==> config.mk <==
export PLATFORM = sky130hd
export DESIGN_NAME = rtu_serial_slave_link
export DESIGN_NICKNAME = d
export VERILOG_FILES = /design/src/design/rtu_link_pkg.sv /design/src/design/crc16_byte_step.sv /design/src/design/rtu_serial_slave_link.sv
export SDC_FILE = /design/constraint.sdc
export NUM_CORES = 1
export LEC_CHECK = 0
export BUFFER_PORTS_ARGS = -buffer_cell sky130_fd_sc_hd__buf_2
export CORE_MARGIN = 4
export CORE_UTILIZATION = 60
export CTS_BUF_LIST = sky130_fd_sc_hd__clkbuf_8
export CTS_CLUSTER_SIZE = 14
export DETAILED_ROUTE_END_ITERATION = 8
export PLACE_DENSITY_LB_ADDON = 0.3
export SYNTH_ARGS = -nofsm -noshare
export SYNTH_HDL_FRONTEND = slang
export SYNTH_SLANG_ARGS = --single-unit
==> constraint.sdc <==
create_clock -name core_clk_in -period 7.05 [get_ports core_clk_in]
set_input_delay 1.41 -clock core_clk_in [delete_from_list [all_inputs] [get_ports core_clk_in]]
set_output_delay 1.41 -clock core_clk_in [all_outputs]
set_load 0.01 [all_outputs]
==> src/design/rtu_link_pkg.sv <==
// shared constants, carriers and helpers for the rtu slave link
package rtu_link_pkg;
	localparam int CLK_HZ = 25_000_000;
	localparam int MS_PER_S = 1000;
	localparam int BAUD_9K6 = 9600;
	localparam int BAUD_19K2 = 19200;
	localparam int BAUD_38K4 = 38400;
	localparam int BAUD_57K6 = 57600;
	localparam int BAUD_115K2 = 115200;
	localparam logic [11:0] BIT_CYC_9K6 = 12'(CLK_HZ / BAUD_9K6);
	localparam logic [11:0] BIT_CYC_19K2 = 12'(CLK_HZ / BAUD_19K2);
	localparam logic [11:0] BIT_CYC_38K4 = 12'(CLK_HZ / BAUD_38K4);
	localparam logic [11:0] BIT_CYC_57K6 = 12'(CLK_HZ / BAUD_57K6);
	localparam logic [11:0] BIT_CYC_115K2 = 12'(CLK_HZ / BAUD_115K2);
	localparam logic [2:0] BAUD_CODE_9K6 = 3'h3;
	localparam logic [2:0] BAUD_CODE_19K2 = 3'h4;
	localparam logic [2:0] BAUD_CODE_38K4 = 3'h5;
	localparam logic [2:0] BAUD_CODE_57K6 = 3'h6;
	localparam logic [2:0] BAUD_CODE_115K2 = 3'h7;
	localparam logic [1:0] PAR_NONE = 2'h0;
	localparam logic [1:0] PAR_EVEN = 2'h1;
	localparam logic [1:0] PAR_ODD = 2'h2;
	// 3.5 characters of 11 bits, counted in half bits
	localparam int GAP_HALF_BITS = 77;
	localparam logic [3:0] RX_START_BIT = 4'h0;
	localparam logic [3:0] RX_DATA_LAST = 4'h8;
	localparam logic [3:0] RX_PAR_BIT = 4'h9;
	localparam logic [3:0] TX_LAST_BIT = 4'hA;
	localparam logic [6:0] DELAY_MS_DEF = 7'h05;
	localparam logic [6:0] DELAY_MS_MAX = 7'h63;
	localparam logic [5:0] UNIT_DEF = 6'h01;
	localparam logic PROTO_RTU = 1'b1;
	localparam int SWB_FORCE_BIT = 2;
	localparam logic [1:0] CFG_SETTLE = 2'h3;
	localparam logic [7:0] ADDR_BCAST = 8'h00;
	localparam logic [7:0] FC_READ = 8'h03;
	localparam logic [7:0] FC_WRITE = 8'h10;
	localparam logic [7:0] FC_SINGLE = 8'h06;
	localparam logic [7:0] FC_ECHO = 8'h08;
	localparam logic [7:0] FC_ERR_FLAG = 8'h80;
	localparam logic [7:0] ERR_BAD_FUNC = 8'h01;
	localparam logic [15:0] CRC_PRESET = 16'hFFFF;
	localparam logic [15:0] CRC_POLY = 16'hA001;
	localparam logic [15:0] CRC_RESIDUE = 16'h0000;
	localparam logic [8:0] FRAME_MIN = 9'h004;
	localparam logic [8:0] FRAME_MAX = 9'h100;
	localparam logic [8:0] IDX_ADDR = 9'h000;
	localparam logic [8:0] IDX_FUNC = 9'h001;

	typedef struct packed {
		logic protocol;
		logic [2:0] baud;
		logic [1:0] parity;
		logic [6:0] delay_ms;
	} link_cfg_t;
	localparam link_cfg_t CFG_DEFAULT = '{protocol: PROTO_RTU, baud: BAUD_CODE_9K6,
		parity: PAR_EVEN, delay_ms: DELAY_MS_DEF};

	typedef struct packed {
		logic valid;
		logic [7:0] data;
	} rx_byte_t;

	typedef struct packed {
		logic good;
		logic drop;
		logic bcast;
		logic [7:0] func;
	} frame_info_t;

	typedef struct packed {
		logic start;
		logic error;
		logic [7:0] code;
	} resp_req_t;

	typedef struct packed {
		logic valid;
		logic last;
		logic [7:0] data;
	} tx_byte_t;

	function automatic logic [11:0] bit_cycles(input logic [2:0] code);
		case (code)
			BAUD_CODE_19K2: bit_cycles = BIT_CYC_19K2;
			BAUD_CODE_38K4: bit_cycles = BIT_CYC_38K4;
			BAUD_CODE_57K6: bit_cycles = BIT_CYC_57K6;
			BAUD_CODE_115K2: bit_cycles = BIT_CYC_115K2;
			default: bit_cycles = BIT_CYC_9K6;
		endcase
	endfunction

	function automatic logic is_supported(input logic [7:0] fc);
		is_supported = (fc == FC_READ) || (fc == FC_WRITE) || (fc == FC_SINGLE) || (fc == FC_ECHO);
	endfunction

	// ninth bit of a character: parity, or the extra stop bit
	function automatic logic ninth_bit(input logic [1:0] par, input logic [7:0] d);
		case (par)
			PAR_EVEN: ninth_bit = ^d;
			PAR_ODD: ninth_bit = ~^d;
			default: ninth_bit = 1'b1;
		endcase
	endfunction
endpackage

==> src/design/crc16_byte_step.sv <==
// one byte step of the reflected crc-16
module crc16_byte_step import rtu_link_pkg::*; (
	input wire logic [15:0] crc_in,
	input wire logic [7:0] data_in,
	output logic [15:0] crc_out
);
	always_comb begin
		logic [15:0] c;
		c = crc_in ^ {8'h00, data_in};
		for (int i = 0; i < 8; i++) begin
			if (c[0]) begin
				c = (c >> 1) ^ CRC_POLY;
			end else begin
				c = c >> 1;
			end
		end
		crc_out = c;
	end
endmodule // crc16_byte_step

==> src/design/rtu_serial_slave_link.sv <==
// slave link layer of the rtu serial port: framing, filtering, check code, responses
// What this block does
// - six-bit unit number; accept own or broadcast
// - baud codes 3..7 select 9.6..115.2k
// - parity code: none, even, odd; even default
// - eight data bits; stops follow parity setting
// - wait programmed milliseconds, at most 99, before driving line
// - settings latched only after reset
// - protocol code or switch forces this link
// - frames bounded by 3.5 character silence
// - broadcast executed but never answered
// - function code follows the address byte
// - check code covers address through data
// - check register starts at all ones
// - per byte xor, eight reflected shifts
// - check code sent low byte first
// - answer starts with own unit number
// - echo function; errors set its top bit
// - error answer carries one error byte
// - foreign address frames get no bytes, no good/drop flag and no answer; their function code still updates info.func
// - character errors drop the whole frame
// - bad check code drops the frame
// - long gap abandons a frame
// - four function codes are recognised
// - unknown function answered with error 01
module rtu_serial_slave_link import rtu_link_pkg::*; #(
	parameter int MS_CYCLES = CLK_HZ / MS_PER_S
) (
	// clock, reset, enable
	input wire logic core_clk_in,
	input wire logic rst_n_in,
	input wire logic clk_en_in,
	// serial line pins
	input wire logic rx_pin_in,
	output logic tx_pin_out,
	output logic tx_drive_en_out,
	// front switches
	input wire logic [3:0] unit_address_switch_a_in,
	input wire logic [3:0] unit_address_switch_b_in,
	// stored settings
	input wire link_cfg_t cfg_stored_in,
	// received frame to command logic
	output rx_byte_t rx_byte_out,
	output frame_info_t frame_info_out,
	output logic link_active_out,
	// response from command logic
	input wire resp_req_t resp_req_in,
	input wire tx_byte_t resp_byte_in,
	output logic resp_byte_ready_out
);
	typedef enum logic [6:0] {
		L_CFG = 7'h01,
		L_HUNT = 7'h02,
		L_IDLE = 7'h04,
		L_RECV = 7'h08,
		L_WAIT_APP = 7'h10,
		L_DELAY = 7'h20,
		L_SEND = 7'h40
	} link_state_t;

	typedef enum logic [6:0] {
		P_ADDR = 7'h01,
		P_FUNC = 7'h02,
		P_BODY = 7'h04,
		P_CRCL = 7'h08,
		P_CRCH = 7'h10,
		P_DONE = 7'h20,
		P_GUARD = 7'h40
	} tx_phase_t;

	typedef struct packed {
		logic [1:0] cfg_wait;
		link_cfg_t cfg;
		logic [5:0] unit;
		logic active;
		logic [11:0] bit_cyc;
		logic [16:0] gap_cyc;
		logic [7:0] sw_s1;
		logic [7:0] sw_s2;
		logic sync1;
		logic sync2;
		logic rx_prev;
		logic rx_busy;
		logic [11:0] rx_cnt;
		logic [3:0] rx_bit;
		logic [7:0] rx_sh;
		logic rx_perr;
		logic [16:0] gap_cnt;
		link_state_t link;
		logic [8:0] idx;
		logic bad;
		logic ignore;
		logic [7:0] addr;
		logic [15:0] rx_crc;
		logic resp_err;
		logic [7:0] resp_code;
		logic [6:0] ms_cnt;
		logic [16:0] dcnt;
		tx_phase_t phase;
		logic tx_busy;
		logic [11:0] tx_cnt;
		logic [3:0] tx_bit;
		logic [10:0] tx_sh;
		logic [15:0] tx_crc;
		logic tx_line;
		logic tx_en;
		logic data_ready;
		rx_byte_t rx_out;
		frame_info_t info;
	} state_t;

	state_t r;
	state_t n;
	logic byte_ev;
	logic char_err;
	logic gap_hit;
	logic frame_ok;
	logic tx_load;
	logic [7:0] tx_byte;
	logic [15:0] rx_crc_step;
	logic [15:0] tx_crc_step;
	logic [11:0] bc;

	crc16_byte_step u_rx_crc (
		.crc_in(r.rx_crc),
		.data_in(r.rx_sh),
		.crc_out(rx_crc_step)
	);

	crc16_byte_step u_tx_crc (
		.crc_in(r.tx_crc),
		.data_in(tx_byte),
		.crc_out(tx_crc_step)
	);

	assign bc = bit_cycles(cfg_stored_in.baud);
	assign gap_hit = r.gap_cnt >= r.gap_cyc;
	assign frame_ok = !r.bad && !r.ignore && r.idx >= FRAME_MIN && r.rx_crc == CRC_RESIDUE;

	always_comb begin
		n = r;
		byte_ev = 1'b0;
		char_err = 1'b0;
		tx_load = 1'b0;
		tx_byte = 8'h00;
		n.rx_out.valid = 1'b0;
		n.info.good = 1'b0;
		n.info.drop = 1'b0;
		// pins pass two flops before anything reads them
		n.sw_s1 = {unit_address_switch_b_in, unit_address_switch_a_in};
		n.sw_s2 = r.sw_s1;
		n.sync1 = rx_pin_in;
		n.sync2 = r.sync1;
		n.rx_prev = r.sync2;

		// receiver: 11 bit frame, sampled mid bit
		if (!r.rx_busy) begin
			if (r.rx_prev && !r.sync2) begin
				n.rx_busy = 1'b1;
				n.rx_bit = RX_START_BIT;
				n.rx_cnt = r.bit_cyc >> 1;
				n.rx_perr = 1'b0;
			end
		end else if (r.rx_cnt != 12'h000) begin
			n.rx_cnt = r.rx_cnt - 12'h001;
		end else begin
			n.rx_cnt = r.bit_cyc - 12'h001;
			n.rx_bit = r.rx_bit + 4'h1;
			if (r.rx_bit == RX_START_BIT) begin
				// a glitch shorter than half a bit is not a start
				if (r.sync2) begin
					n.rx_busy = 1'b0;
				end
			end else if (r.rx_bit <= RX_DATA_LAST) begin
				n.rx_sh = {r.sync2, r.rx_sh[7:1]};
			end else if (r.rx_bit == RX_PAR_BIT && r.cfg.parity != PAR_NONE) begin
				n.rx_perr = ninth_bit(r.cfg.parity, r.rx_sh) != r.sync2;
			end else begin
				// one stop bit is checked; a second one just reads as idle
				n.rx_busy = 1'b0;
				byte_ev = 1'b1;
				char_err = r.rx_perr || !r.sync2;
			end
		end

		// silence measured from the end of each character
		if (r.rx_busy || (r.rx_prev && !r.sync2)) begin
			n.gap_cnt = 17'h00000;
		end else if (!gap_hit) begin
			n.gap_cnt = r.gap_cnt + 17'h00001;
		end

		// transmitter shift
		if (r.tx_busy) begin
			if (r.tx_cnt != 12'h000) begin
				n.tx_cnt = r.tx_cnt - 12'h001;
			end else begin
				n.tx_cnt = r.bit_cyc - 12'h001;
				n.tx_bit = r.tx_bit + 4'h1;
				n.tx_sh = {1'b1, r.tx_sh[10:1]};
				n.tx_line = r.tx_sh[1];
				if (r.tx_bit == TX_LAST_BIT) begin
					n.tx_busy = 1'b0;
					n.tx_line = 1'b1;
				end
			end
		end

		case (r.link)
			L_CFG: begin
				n.cfg_wait = r.cfg_wait + 2'h1;
				if (r.cfg_wait == CFG_SETTLE) begin
					n.cfg = cfg_stored_in;
					if (cfg_stored_in.delay_ms > DELAY_MS_MAX) begin
						n.cfg.delay_ms = DELAY_MS_MAX;
					end
					n.unit = {r.sw_s2[5:4], r.sw_s2[3:0]};
					n.active = cfg_stored_in.protocol == PROTO_RTU || r.sw_s2[4 + SWB_FORCE_BIT];
					n.bit_cyc = bc;
					n.gap_cyc = 17'((32'(bc) * GAP_HALF_BITS + 1) / 2);
					n.link = L_HUNT;
				end
			end
			L_HUNT: begin
				if (gap_hit && r.active) begin
					n.link = L_IDLE;
				end
			end
			L_IDLE, L_RECV: begin
				if (byte_ev) begin
					n.link = L_RECV;
					n.rx_crc = rx_crc_step;
					if (r.idx != FRAME_MAX) begin
						n.idx = r.idx + 9'h001;
					end
					// a frame too long for the counter counts as overrun
					if (char_err || r.idx == FRAME_MAX) begin
						n.bad = 1'b1;
					end
					if (r.idx == IDX_ADDR) begin
						n.addr = r.rx_sh;
						if (r.rx_sh != {2'b00, r.unit} && r.rx_sh != ADDR_BCAST) begin
							n.ignore = 1'b1;
						end
					end
					if (r.idx == IDX_FUNC) begin
						n.info.func = r.rx_sh;
					end
					if (r.idx > IDX_FUNC && !r.ignore) begin
						n.rx_out.valid = 1'b1;
						n.rx_out.data = r.rx_sh;
					end
				end else if (r.link == L_RECV && gap_hit) begin
					// the closing silence ends the frame; later bytes start a new one
					n.info.good = frame_ok;
					n.info.drop = !frame_ok && !r.ignore;
					n.info.bcast = r.addr == ADDR_BCAST;
					n.link = L_IDLE;
					n.idx = IDX_ADDR;
					n.bad = 1'b0;
					n.ignore = 1'b0;
					n.rx_crc = CRC_PRESET;
					n.resp_err = 1'b0;
					if (frame_ok && r.addr != ADDR_BCAST) begin
						if (!is_supported(r.info.func)) begin
							n.resp_err = 1'b1;
							n.resp_code = ERR_BAD_FUNC;
							n.link = L_DELAY;
							n.ms_cnt = r.cfg.delay_ms;
							n.dcnt = 17'h00000;
						end else begin
							n.link = L_WAIT_APP;
						end
					end
				end
			end
			L_WAIT_APP: begin
				if (resp_req_in.start) begin
					n.resp_err = resp_req_in.error;
					n.resp_code = resp_req_in.code;
					n.link = L_DELAY;
					n.ms_cnt = r.cfg.delay_ms;
					n.dcnt = 17'h00000;
				end
			end
			L_DELAY: begin
				if (r.ms_cnt == 7'h00) begin
					n.link = L_SEND;
					n.phase = P_ADDR;
					n.tx_en = 1'b1;
					n.tx_crc = CRC_PRESET;
				end else if (r.dcnt == 17'(MS_CYCLES - 1)) begin
					n.dcnt = 17'h00000;
					n.ms_cnt = r.ms_cnt - 7'h01;
				end else begin
					n.dcnt = r.dcnt + 17'h00001;
				end
			end
			L_SEND: begin
				if (!r.tx_busy) begin
					case (r.phase)
						P_ADDR: begin
							tx_load = 1'b1;
							tx_byte = {2'b00, r.unit};
							n.phase = P_FUNC;
						end
						P_FUNC: begin
							tx_load = 1'b1;
							tx_byte = r.resp_err ? (r.info.func | FC_ERR_FLAG) : r.info.func;
							n.phase = P_BODY;
						end
						P_BODY: begin
							if (r.resp_err) begin
								tx_load = 1'b1;
								tx_byte = r.resp_code;
								n.phase = P_CRCL;
							end else if (r.data_ready && resp_byte_in.valid) begin
								tx_load = 1'b1;
								tx_byte = resp_byte_in.data;
								if (resp_byte_in.last) begin
									n.phase = P_CRCL;
								end
							end
						end
						P_CRCL: begin
							tx_load = 1'b1;
							tx_byte = r.tx_crc[7:0];
							n.phase = P_CRCH;
						end
						P_CRCH: begin
							tx_load = 1'b1;
							tx_byte = r.tx_crc[15:8];
							n.phase = P_DONE;
						end
						P_DONE: begin
							n.tx_en = 1'b0;
							n.dcnt = 17'h00000;
							n.phase = P_GUARD;
						end
						P_GUARD: begin
							// own closing silence before listening again
							if (r.dcnt >= r.gap_cyc) begin
								n.link = L_IDLE;
							end else begin
								n.dcnt = r.dcnt + 17'h00001;
							end
						end
						default: n.phase = P_DONE;
					endcase
				end
				if (tx_load) begin
					n.tx_busy = 1'b1;
					n.tx_bit = RX_START_BIT;
					n.tx_cnt = r.bit_cyc - 12'h001;
					n.tx_line = 1'b0;
					n.tx_sh = {1'b1, ninth_bit(r.cfg.parity, tx_byte), tx_byte, 1'b0};
					if (r.phase != P_CRCL && r.phase != P_CRCH) begin
						n.tx_crc = tx_crc_step;
					end
				end
			end
			default: n.link = L_CFG;
		endcase
		n.data_ready = n.link == L_SEND && n.phase == P_BODY && !n.resp_err && !n.tx_busy;
	end

	always_ff @(posedge core_clk_in or negedge rst_n_in) begin
		if (!rst_n_in) begin
			r <= '0;
			r.cfg <= CFG_DEFAULT;
			r.unit <= UNIT_DEF;
			r.link <= L_CFG;
			r.phase <= P_GUARD;
			r.rx_crc <= CRC_PRESET;
			r.sync1 <= 1'b1;
			r.sync2 <= 1'b1;
			r.rx_prev <= 1'b1;
			r.tx_line <= 1'b1;
		end else if (clk_en_in) begin
			r <= n;
		end
	end

	assign tx_pin_out = r.tx_line;
	assign tx_drive_en_out = r.tx_en;
	assign rx_byte_out = r.rx_out;
	assign frame_info_out = r.info;
	assign link_active_out = r.active;
	assign resp_byte_ready_out = r.data_ready;

	a_unit_first: assert property (@(posedge core_clk_in) disable iff (!rst_n_in)
		tx_load && r.phase == P_ADDR |-> r.tx_crc == CRC_PRESET && tx_byte[5:0] == r.unit)
		else $error("response does not open with own unit number");
	a_err_func_flag: assert property (@(posedge core_clk_in) disable iff (!rst_n_in)
		tx_load && r.phase == P_FUNC |-> tx_byte[7] == (r.resp_err | r.info.func[7]))
		else $error("function byte error flag wrong");
	a_crc_low_first: assert property (@(posedge core_clk_in) disable iff (!rst_n_in || !clk_en_in)
		tx_load && r.phase == P_CRCL |=> r.phase == P_CRCH && r.tx_sh[8:1] == $past(r.tx_crc[7:0]))
		else $error("check code low byte not sent first");
	a_idle_preset: assert property (@(posedge core_clk_in) disable iff (!rst_n_in)
		r.link == L_IDLE |-> r.rx_crc == CRC_PRESET && r.idx == IDX_ADDR)
		else $error("receive check register not preset");
	a_delay_quiet: assert property (@(posedge core_clk_in) disable iff (!rst_n_in)
		r.link == L_DELAY || r.link == L_WAIT_APP |-> !tx_drive_en_out && tx_pin_out)
		else $error("driver enabled during response delay");
	a_bcast_silent: assert property (@(posedge core_clk_in) disable iff (!rst_n_in || !clk_en_in)
		frame_info_out.good && frame_info_out.bcast |-> r.link == L_IDLE ##1 r.link == L_IDLE)
		else $error("broadcast frame answered");
	a_drop_silent: assert property (@(posedge core_clk_in) disable iff (!rst_n_in)
		frame_info_out.drop |-> !frame_info_out.good && r.link == L_IDLE && !tx_drive_en_out)
		else $error("dropped frame not silent");
	a_foreign_quiet: assert property (@(posedge core_clk_in) disable iff (!rst_n_in)
		r.ignore |-> !rx_byte_out.valid && !frame_info_out.good)
		else $error("foreign frame passed on");
	a_stop_bits: assert property (@(posedge core_clk_in) disable iff (!rst_n_in || !clk_en_in)
		tx_load |=> r.tx_sh[10] && r.tx_sh[9] == ninth_bit(r.cfg.parity, r.tx_sh[8:1]) && !tx_pin_out)
		else $error("character framing wrong");
	a_cfg_frozen: assert property (@(posedge core_clk_in) disable iff (!rst_n_in || !clk_en_in)
		r.link != L_CFG |=> $stable(r.cfg) && $stable(r.bit_cyc) && $stable(r.unit))
		else $error("settings changed while running");
endmodule // rtu_serial_slave_link

# ---- Word level (Yosys, flattened, before mapping)
# Index checks and enable logic that the tools add are counted.
dict set report word_totals {
  ff_bits 256
  input_bits 45
  out_inout_bits 24
}
dict set report classes {
  addsub 11
  mul 1
  n_lt_le_gt_ge 6
  n_eq_ne 60
  muxes 126
  bitwise_logic 21
  reduce_logical 71
}
# op count
set op_table {}
lappend op_table {{$mux W16} 19}
lappend op_table {{$mux W33} 4}
lappend op_table {{$mux W17} 6}
lappend op_table {{$mux W7} 14}
lappend op_table {{$pmux W7 S6} 2}
lappend op_table {{$mux W8} 9}
lappend op_table {{$pmux W17 S4} 1}
lappend op_table {{$mux W28} 2}
lappend op_table {{$mux W49} 1}
lappend op_table {{$mux W24} 2}
lappend op_table {{$not A2 Y3} 16}
lappend op_table {{$pmux W12 S4} 1}
lappend op_table {{$mux W45} 1}
lappend op_table {{$mux W9} 5}
lappend op_table {{$pmux W8 S5} 1}
lappend op_table {{$mux W1} 39}
lappend op_table {{$mux W18} 2}
lappend op_table {{$sub A12 B1 Y12 const B} 3}
lappend op_table {{$add A17 B1 Y17 const B} 2}
lappend op_table {{$ge A17 B17 Y1} 2}
lappend op_table {{$pmux W17 S2} 1}
lappend op_table {{$pmux W16 S2} 1}
lappend op_table {{$xor A16 B8 Y16} 2}
lappend op_table {{$ne A2 B2 Y1 const B} 13}
lappend op_table {{72 further kinds} 147}

# ---- Longest topological paths before layout
# Gate-level depths: netlist (run 1).
dict set report logic_depth {
  ltp_word 29
  ltp_mapped 20
}

# ---- Hierarchy
# Synthesis (run 1) repeated with hierarchy kept, for this count alone.
dict set report unflattened {
  hier_cells 1799
  area_unflattened_um2 16124.2
}
# mod instances cells_each area_each_um2
set by_module_without_submodules {}
lappend by_module_without_submodules {rtu_serial_slave_link 1 1741 15556.2}
lappend by_module_without_submodules {crc16_byte_step 2 29 284.0}

# ---- Worst setup path before layout (run 1)
# OpenSTA, ideal clock, no wires.
dict set report synth_timing {
  kind {input port to flip-flop}
  startpoint {in cfg_stored_in[11] (netlist name)}
  endpoint {reg r[227] (netlist name)}
  setup_time_ns 0.133
  arrival_ns 5.285
  slack_ns 1.632
  path_stages 20
  path_buffers 1
  cell_sequence {clkbuf_1 nand3_1 nand2_1 inv_1 ha_1 ha_1 inv_1 fa_1 fa_1 inv_1 ha_1 a21oi_1 o21ai_0 a21oi_1 o21ai_0 a31oi_1 o21ai_0 a31oi_1 xnor2_1 o21ai_0}
}
dict set report synth_via {
  elab_chain_len 4
  word_cells_on_any_way 7
}
# item line
set synth_lines {}
lappend synth_lines {{start: declaration} rtu_serial_slave_link.sv:41} ;# input wire link_cfg_t cfg_stored_in,
lappend synth_lines {{$eq A3 B3 Y1} rtu_link_pkg.sv:84} ;# case (code)
lappend synth_lines {{$pmux W12 S4 (*)} rtu_link_pkg.sv:84}
lappend synth_lines {{net bc[9]} rtu_serial_slave_link.sv:122} ;# logic [11:0] bc;
lappend synth_lines {{$mul A12 B7 Y18 (*)} rtu_serial_slave_link.sv:220} ;# n.gap_cyc = 17'((32'(bc) * GAP_HALF_BITS + 1) / 2);
lappend synth_lines {{$add A18 B1 Y18 (*)} rtu_serial_slave_link.sv:220}
lappend synth_lines {{end signal: assignment} rtu_serial_slave_link.sv:380} ;# r <= n;
lappend synth_lines {{end: declaration} rtu_serial_slave_link.sv:112} ;# state_t r;
# Mark *: on every way through the listed nets, which the timed path passes. The rest lies on a longest branch.
# A chain may end at the register's enable or synchronous reset.

# ---- Worst setup path in the final report (run 1)
dict set report layout_timing {
  startpoint {in cfg_stored_in[11] (netlist name)}
  endpoint {reg r[225] (netlist name)}
}
# The elaborated chain is that of the path after synthesis.

==> out/qor.txt, run 1 <==
=================================================================================
GRT overflow .......................................................            0
Unrepaired setup endpoints after global routing ....................           no
CP Data Arrival Time ...............................................      5.70 ns
Total number of H-tree levels ......................................            2
Met3 Resource Use GR ...............................................       0.0351
Global routing usage summed across all routing layers ..............        0.265
Min-Delay Path Class ............................................... flip-flop to flip-flop
Post-synthesis async set-or-reset flop share .......................         1.00
Initial Utilization ................................................        0.609
End-of-flow core utilization .......................................        0.660
Maximum number of pins on one net before global-route repair .......          143
Number of optimization iterations in the first detailed-route pass .            5
Min-delay src ......................................................       r[197]
Worst-path maximum fanout ..........................................           12
Gate count after technology mapping ................................         1779
Number of buffer and inverter stages on the critical path ..........            4
Reg2reg start ......................................................       r[144]
Filler Cell Count ..................................................         2166
CTS tree ...........................................................         done
Combined area of all synthesized cells .............................    15900 µm²
Hold WS ............................................................     0.441 ns
Worst skew pair latency ............................................      0.59 ns
Sum Neg Setup Slack ................................................         0 ns
Vertical die dimension .............................................       171 µm
Worst path top cell family by delay ................................  adder cells
Power density cells ................................................   327 nW/µm²
Cell row count .....................................................           59
Number of placed cells counting well taps ..........................         2096
Number of antenna-violating nets in the routed design ..............            0
Met2 usage in global routing .......................................        0.441
Hold depth .........................................................            2
Initial DRC Count ..................................................         1097
Vias in the first global route .....................................        12800
Static Leak ........................................................      8.16 nW
Max-Cap Viols ......................................................            0
Synthesized Nets ...................................................         1935
Flip-flop and latch count after synthesis ..........................          255
Leading cell types in the layout, fill and taps excluded ........... dfrtp_1, nand2_1, nor2_1, o21ai_0, inv_1
Worst setup path category .......................................... input pin to flip-flop
Clock transition at path regs ......................................      0.06 ns
Period utilisation layout ..........................................        0.751
Hold Buf Count CTS .................................................            0
Sinks on Clock Net .................................................          255
Placeable Area .....................................................    26100 µm²
Part of the Yosys area used for sequential elements ................        0.404
EDFF count, synth ..................................................            0
Max Root-Sink Buffers ..............................................            3
Via density per instance ...........................................         6.05
Average cell area after synthesis ..................................     8.92 µm²
Max Freq ...........................................................      189 MHz
Fin Clk Skew .......................................................    0.0526 ns
Final Hold Viols ...................................................            0
Highest cell delay on the worst timing path ........................      0.52 ns
Number of cells on the worst reg-to-reg path .......................            7
Cell internal power dissipation ....................................      3.46 mW
Worst reg2reg endpoint .............................................        r[34]
ANT cells ..........................................................            0
Area of the die ....................................................    29100 µm²
Chain of cells forming the critical path ........................... buf_2, nand3_1, nand2_1, inv_1, ha_1, ha_1, inv_1, fa_1, fa_1, inv_1, ha_1, a21oi_1, o21ai_0, a21oi_1, o21ai_0, a31oi_1, o21ai_0, a21oi_1, xor2_1, o21ai_0
Fraction of layout cells with a size suffix above 1 ................        0.132
Result of the run .................................................. finished, final reports clean
Comb pwr share .....................................................        0.363
Most Frequent Cell on Critical Path ................................      o21ai_0
Commonest non-fill, non-tap cell in the layout .....................      dfrtp_1
Post-DR wirelength/cell ............................................      17.6 µm
Hpwl dp ............................................................     27700 µm
Final Wtd Congestion ...............................................        0.925
Min cycle time layout ..............................................      5.29 ns
Post-CTS Setup Repair Bufs .........................................            0
Total setup violations reported at the end of the flow .............            0
Wire length of the first global-routing pass .......................     64000 µm
Syn-to-layout area delta ...........................................        8.33%
Capture endpoint of the worst hold path ............................       r[243]
Initial antenna violation count ....................................            0
Worst R2R Setup Slack ..............................................      3.34 ns
Number of buffers created by CTS ...................................           44
Total wire length ..................................................     38400 µm
Relative contribution of sequential cells to total power ...........        0.386
Number of I/O pins .................................................           69
Clk pwr share ......................................................        0.251
Number of gates given a new drive strength after cts ...............            0
Met1 layer usage reported by global route ..........................        0.366
Count of input and output buffers ..................................           67
Routed vias ........................................................        13200
Primary FF master, synth ...........................................      dfrtp_1
Slowest stage cell on the critical path ............................         fa_1
Clock Root Buffer ..................................................     clkbuf_8
YS warnings ........................................................            0
Switching pwr ......................................................      2.17 mW
Max IR drop VDD ....................................................     0.335 mV
# nets final .......................................................         1963
Die span in x ......................................................       171 µm
Endpoint required time on the critical path ........................      7.46 ns
Launching element type of the critical path ........................    input pin
Least-Margin Pin Slew ..............................................      1.03 ns
Remaining DRCs .....................................................            0
Element type at the critical path end ..............................    flip-flop
Most congested layer reported by global routing ....................         met2
Post-synth cell types ..............................................           87
Switching share of power ...........................................        0.386
Worst max-slew margin expressed relative to the limit ..............        0.310
Number of pins exceeding their max-slew limit in the final report ..            0
Filler-free cell count of the finished design ......................         2176
=================================================================================
-- metal layers --
layer,part of all wire,vias up
li1,-,6245
met1,0.44,6424
met2,0.48,409
met3,0.054,80
met4,0.027,0
met5,0,-
-- synthesized netlist by cell type (all sizes together), types with 4 or more instances --
library cell,count,share of area
ha,97,0.076
o41ai,6,0.0038
fa,14,0.018
nand4,16,0.0063
a22o,9,0.0050
nor3b,8,0.0041
nand3,50,0.016
dfrtp,229,0.36
a21o,16,0.0076
nor4,19,0.0083
and3,28,0.011
or2,10,0.0039
nand3b,4,0.0019
nand2,209,0.050
a21oi,123,0.039
o22a,11,0.0061
and2,12,0.0047
o21a,6,0.0028
clkbuf,61,0.015
mux2,36,0.026
a31oi,13,0.0051
a22oi,21,0.0099
xor2,49,0.027
o21ai,159,0.050
nand2b,24,0.0095
o31ai,7,0.0033
o22ai,8,0.0032
buf,34,0.016
nor2,164,0.040
a32o,6,0.0038
a211oi,5,0.0027
a221oi,10,0.0059
nor2b,8,0.0033
and4,4,0.0022
or4,4,0.0019
or3,10,0.0039
xnor2,60,0.035
o211ai,6,0.0035
inv,119,0.028
nor3,30,0.010
dfstp,26,0.043
-- metrics by stage --
stage          instance area, µm²  power, mW  setup slack, ns
2_1_floorplan               15900       3.67             1.63
3_3_place_gp                16200       4.11             1.29
3_5_place_dp                16200       4.20             1.24
4_1_cts                     17200       5.64             1.81
5_1_grt                     17200       6.02             1.40
6_report                    17200       5.63             1.76
-- cell families after synthesis --
kind of cell / Yosys count / share of synthesized area
xor+xnor: 110 / 0.0630
mux: 38 / 0.0268
buf+inv: 214 / 0.0583
fa+ha+maj: 112 / 0.0948
flops: 255 / 0.404
compound gates: 440 / 0.171
other cells: 1 / 0.000236
simple gates: 609 / 0.181
-- tightest hold or removal path, stage by stage (launching register included) --
cell and delay (ns):
dfrtp_1 0.34, nand2_1 0.05, nand2_1 0.05
-- final cells by class --
class	count	area, µm²	area share
Clock buffer	61	840	0.0488
Clock inverter	19	110	0.00640
Inverter	119	447	0.0260
Multi-Input combinational cell	1310	8530	0.496
Sequential cell	255	6410	0.373
Tap cell	335	419	0.0244
Timing Repair Buffer	77	433	0.0252
-- worst max path at each step --
stage	cells after the start	start	endpoint
2_1_floorplan	20	cfg_stored_in[11]	r[227]
5_1_grt	20	cfg_stored_in[11]	r[227]
6_report	20	cfg_stored_in[11]	r[225]
4_1_cts	20	cfg_stored_in[11]	r[225]
3_5_place_dp	20	cfg_stored_in[11]	r[225]
3_3_place_gp	20	cfg_stored_in[11]	r[227]
-- state kept, by name, summed over array words and instances, names as in the netlist --
name and flops:
resp_byte_ready_out 1, link_active_out 1, n 9, r 222, tx_pin_out 1, frame_info_out 11, rx_byte_out 9, tx_drive_en_out 1
-- power by group through the flow --
stage               Clock [mW]  Sequential, mW  Combinational [mW]
finish                    1.41            2.17                2.05
global route              1.51            2.21                2.30
CTS                       1.44            2.16                2.03
detailed placement           0            2.18                2.02
global placement             0            2.16                1.94
floorplan                    0            2.04                1.63
(Power assumes the default switching activity.)
==> run 2: changes to the inputs <==
- CORE_UTILIZATION: 60 -> 58
- clock period: 7.05 -> 4.3 ns (I/O delays scaled with it)
==> run 2 against run 1 <==
Effect of this change: critical path depth unchanged; sequential power increased by 65%; design area up 1.8%; setup slack lost 1.6 ns; sequential share of layout area decreased by 0.66 points; clock-buffer cell count decreased by 8; flip-flop and latch count did not move; worst hold slack worse by 0.092 ns; non-clock buffer count rose by 45; largest cell class unchanged.
==> out/qor.txt, run 2 (synthesis gave the netlist of run 1 again) <==
==================================================================================
Total setup violations reported at the end of the flow ..............            0   unchanged
Number of buffers created by CTS ....................................           44   unchanged
Total wire length ...................................................     38300 µm   -0.33%
Flip-flop count of the largest register, all copies and words added .          222   unchanged
Number of placed cells counting well taps ...........................         2147   +2.4%
Highest metal layer with signal wires ...............................         met4
Final Wtd Congestion ................................................        0.958   +3.6%
Filler-free cell count of the finished design .......................         2225   +2.3%
Worst slack at placement ............................................    -0.367 ns   -1.60 ns
Vertical die dimension ..............................................       173 µm   +1.6%
# nets final ........................................................         2008   +2.3%
Sinks on Clock Net ..................................................          255   unchanged
Initial Utilization .................................................        0.589   -0.0202
Unrepaired setup endpoints after global routing .....................           no
GRT overflow ........................................................            0   unchanged
Period utilisation layout ...........................................        0.953
Routed length on met3 ...............................................      1990 µm   -4.5%
Power density cells .................................................   523 nW/µm²   +60%
Total design power ..................................................      9.15 mW   +62%
Slowest stage cell on the critical path .............................         fa_1
Min-Delay Path Class ................................................ input pin to asynchronous set/reset pin
Launching element type of the critical path .........................    input pin
Post-CTS Setup Repair Bufs ..........................................            0   unchanged
Register name with the most flops ...................................            r
Routed metal-1 wirelength ...........................................     17200 µm   +3.0%
Max Freq ............................................................      244 MHz
Number of pins exceeding their max-slew limit in the final report ...            0   unchanged
Endpoint required time on the critical path .........................      4.72 ns   -2.74 ns
Max-Cap Viols .......................................................            0   unchanged
Hold Buf Count CTS ..................................................            0   unchanged
Static Leak .........................................................      8.36 nW   +2.5%
Number of buffer and inverter stages on the critical path ...........            4   unchanged
Maximum number of pins on one net before global-route repair ........          108   -24%
Reg2reg start .......................................................       r[151]
Die span in x .......................................................       173 µm   +1.6%
Worst-path maximum fanout ...........................................            9   -3
Element type at the critical path end ...............................    flip-flop
Leading cell types in the layout, fill and taps excluded ............ dfrtp_1, nand2_1, nor2_1, o21ai_0, inv_1
Number of I/O pins ..................................................           69   unchanged
Worst skew pair latency .............................................      0.56 ns   -0.03 ns
Final critical-path setup slack .....................................     0.204 ns   -1.55 ns
Result of the run ................................................... finished, final reports clean
Min cycle time layout ...............................................      4.10 ns
Register Area .......................................................     6410 µm²   unchanged
Worst setup path category ........................................... input pin to flip-flop
Final Hold Viols ....................................................            0   unchanged
Total number of H-tree levels .......................................            2   unchanged
Area of the die .....................................................    30100 µm²   +3.3%
Remaining DRCs ......................................................            0   unchanged
Max IR drop VDD .....................................................     0.275 mV   -18%
Placeable Area ......................................................    27000 µm²   +3.4%
Filler Cell Count ...................................................         2187   +0.97%
Initial DRC Count ...................................................          969   -12%
Via density per instance ............................................         5.97   -1.3%
ANT cells ...........................................................            0   unchanged
Global routing usage summed across all routing layers ...............        0.255   -0.0105
Clock Root Buffer ...................................................     clkbuf_8
Clock transition at path regs .......................................      0.06 ns   about the same
CTS tree ............................................................         done
Vias in the first global route ......................................        13100   +2.0%
Number of gates given a new drive strength after cts ................            0   unchanged
Number of optimization iterations in the first detailed-route pass ..            7   +2
Worst path top cell family by delay .................................  adder cells
Wire length of the first global-routing pass ........................     64800 µm   +1.2%
Source of the critical timing path .................................. cfg_stored_in[11]
Number of antenna-violating nets in the routed design ...............            0   unchanged
Hpwl dp .............................................................     28200 µm   +1.8%
Chain of cells forming the critical path ............................ buf_2, nand3_4, nand2_4, inv_2, ha_1, ha_1, inv_1, fa_1, fa_1, inv_1, ha_4, a21oi_2, o21ai_1, a21oi_1, o21ai_0, nand3_1, nand3_1, o41ai_2, xor2_1, o21ai_0
Post-DR wirelength/cell .............................................      17.2 µm   -2.5%
Commonest non-fill, non-tap cell in the layout ......................      dfrtp_1
Cell row count ......................................................           60   +1.7%
Worst max-slew margin expressed relative to the limit ...............        0.392   +0.0818
Count of input and output buffers ...................................           67   unchanged
Sum of met2 wire segment lengths after detailed routing .............     17800 µm   -4.0%
Routed vias .........................................................        13300   +0.96%
Initial antenna violation count .....................................            0   unchanged
Fraction of layout cells with a size suffix above 1 .................        0.154   +0.0219
Highest cell delay on the worst timing path .........................      0.51 ns   about the same
Least-Margin Pin Slew ...............................................     0.912 ns   -0.123 ns
Fin Clk Skew ........................................................    0.0218 ns   -0.0308 ns
Max Root-Sink Buffers ...............................................            3   unchanged
Multi-input combinational cell area .................................     8590 µm²   +0.72%
CP Data Arrival Time ................................................      4.52 ns   -1.18 ns
Syn-to-layout area delta ............................................        10.3%
==================================================================================
run 2: cell count changes in the layout (fill, tap and decap cells not counted), moves of 2 or more:
cell	previous run	this run
o21ai_0	157	150
o21ai_2	0	2
a21oi_2	2	4
buf_4	9	54
clkbuf_8	61	53
inv_1	128	133
o21ai_1	2	7
a21oi_1	121	119
run 2: final timing paths:
kind	to	slack [ns]	cells past startpoint
setup / recovery	r[226]	0.20	20
hold / removal	r[38]	0.35	1
setup reg to reg	r[89]	0.56	12
hold reg to reg	r[247]	0.47	2
max in group asynchronous	r[254]	2.95	2
min in group core_clk_in	r[247]	0.47	2
run 2: cell type report:
cell class | instances | area share
multi-input cells | 1310 | 0.491
flip-flops and latches | 255 | 0.366
repair buffers | 122 | 0.0440
clock buffers | 53 | 0.0417
inverters | 119 | 0.0255
well taps | 341 | 0.0244
clock inverters | 25 | 0.00701
run 2: per-stage QoR:
step	hold WS, ns	setup TNS, ns	utilization	area [µm²]
floorplan	0.435	0	-	16000
finish	0.350	0	0.649	17500
global route	0.406	0	0.649	17500
global placement	0.445	-0.956	0.618	16700
detailed placement	0.461	-1.86	0.618	16700
CTS	0.379	0	0.649	17500
run 2: routing by layer:
layer,GRT usage,vias up
met5,0,-
met4,0.0954,0
li1,-,6340
met3,0.0369,98
met2,0.411,419
met1,0.353,6427
run 2: power by group:
| group | internal [mW] | switching, mW | total, mW |
|---|---|---|---|
| Combinational | 1.53 | 1.93 | 3.46 |
| Clock | 1.12 | 0.995 | 2.12 |
| Sequential | 2.96 | 0.611 | 3.57 |
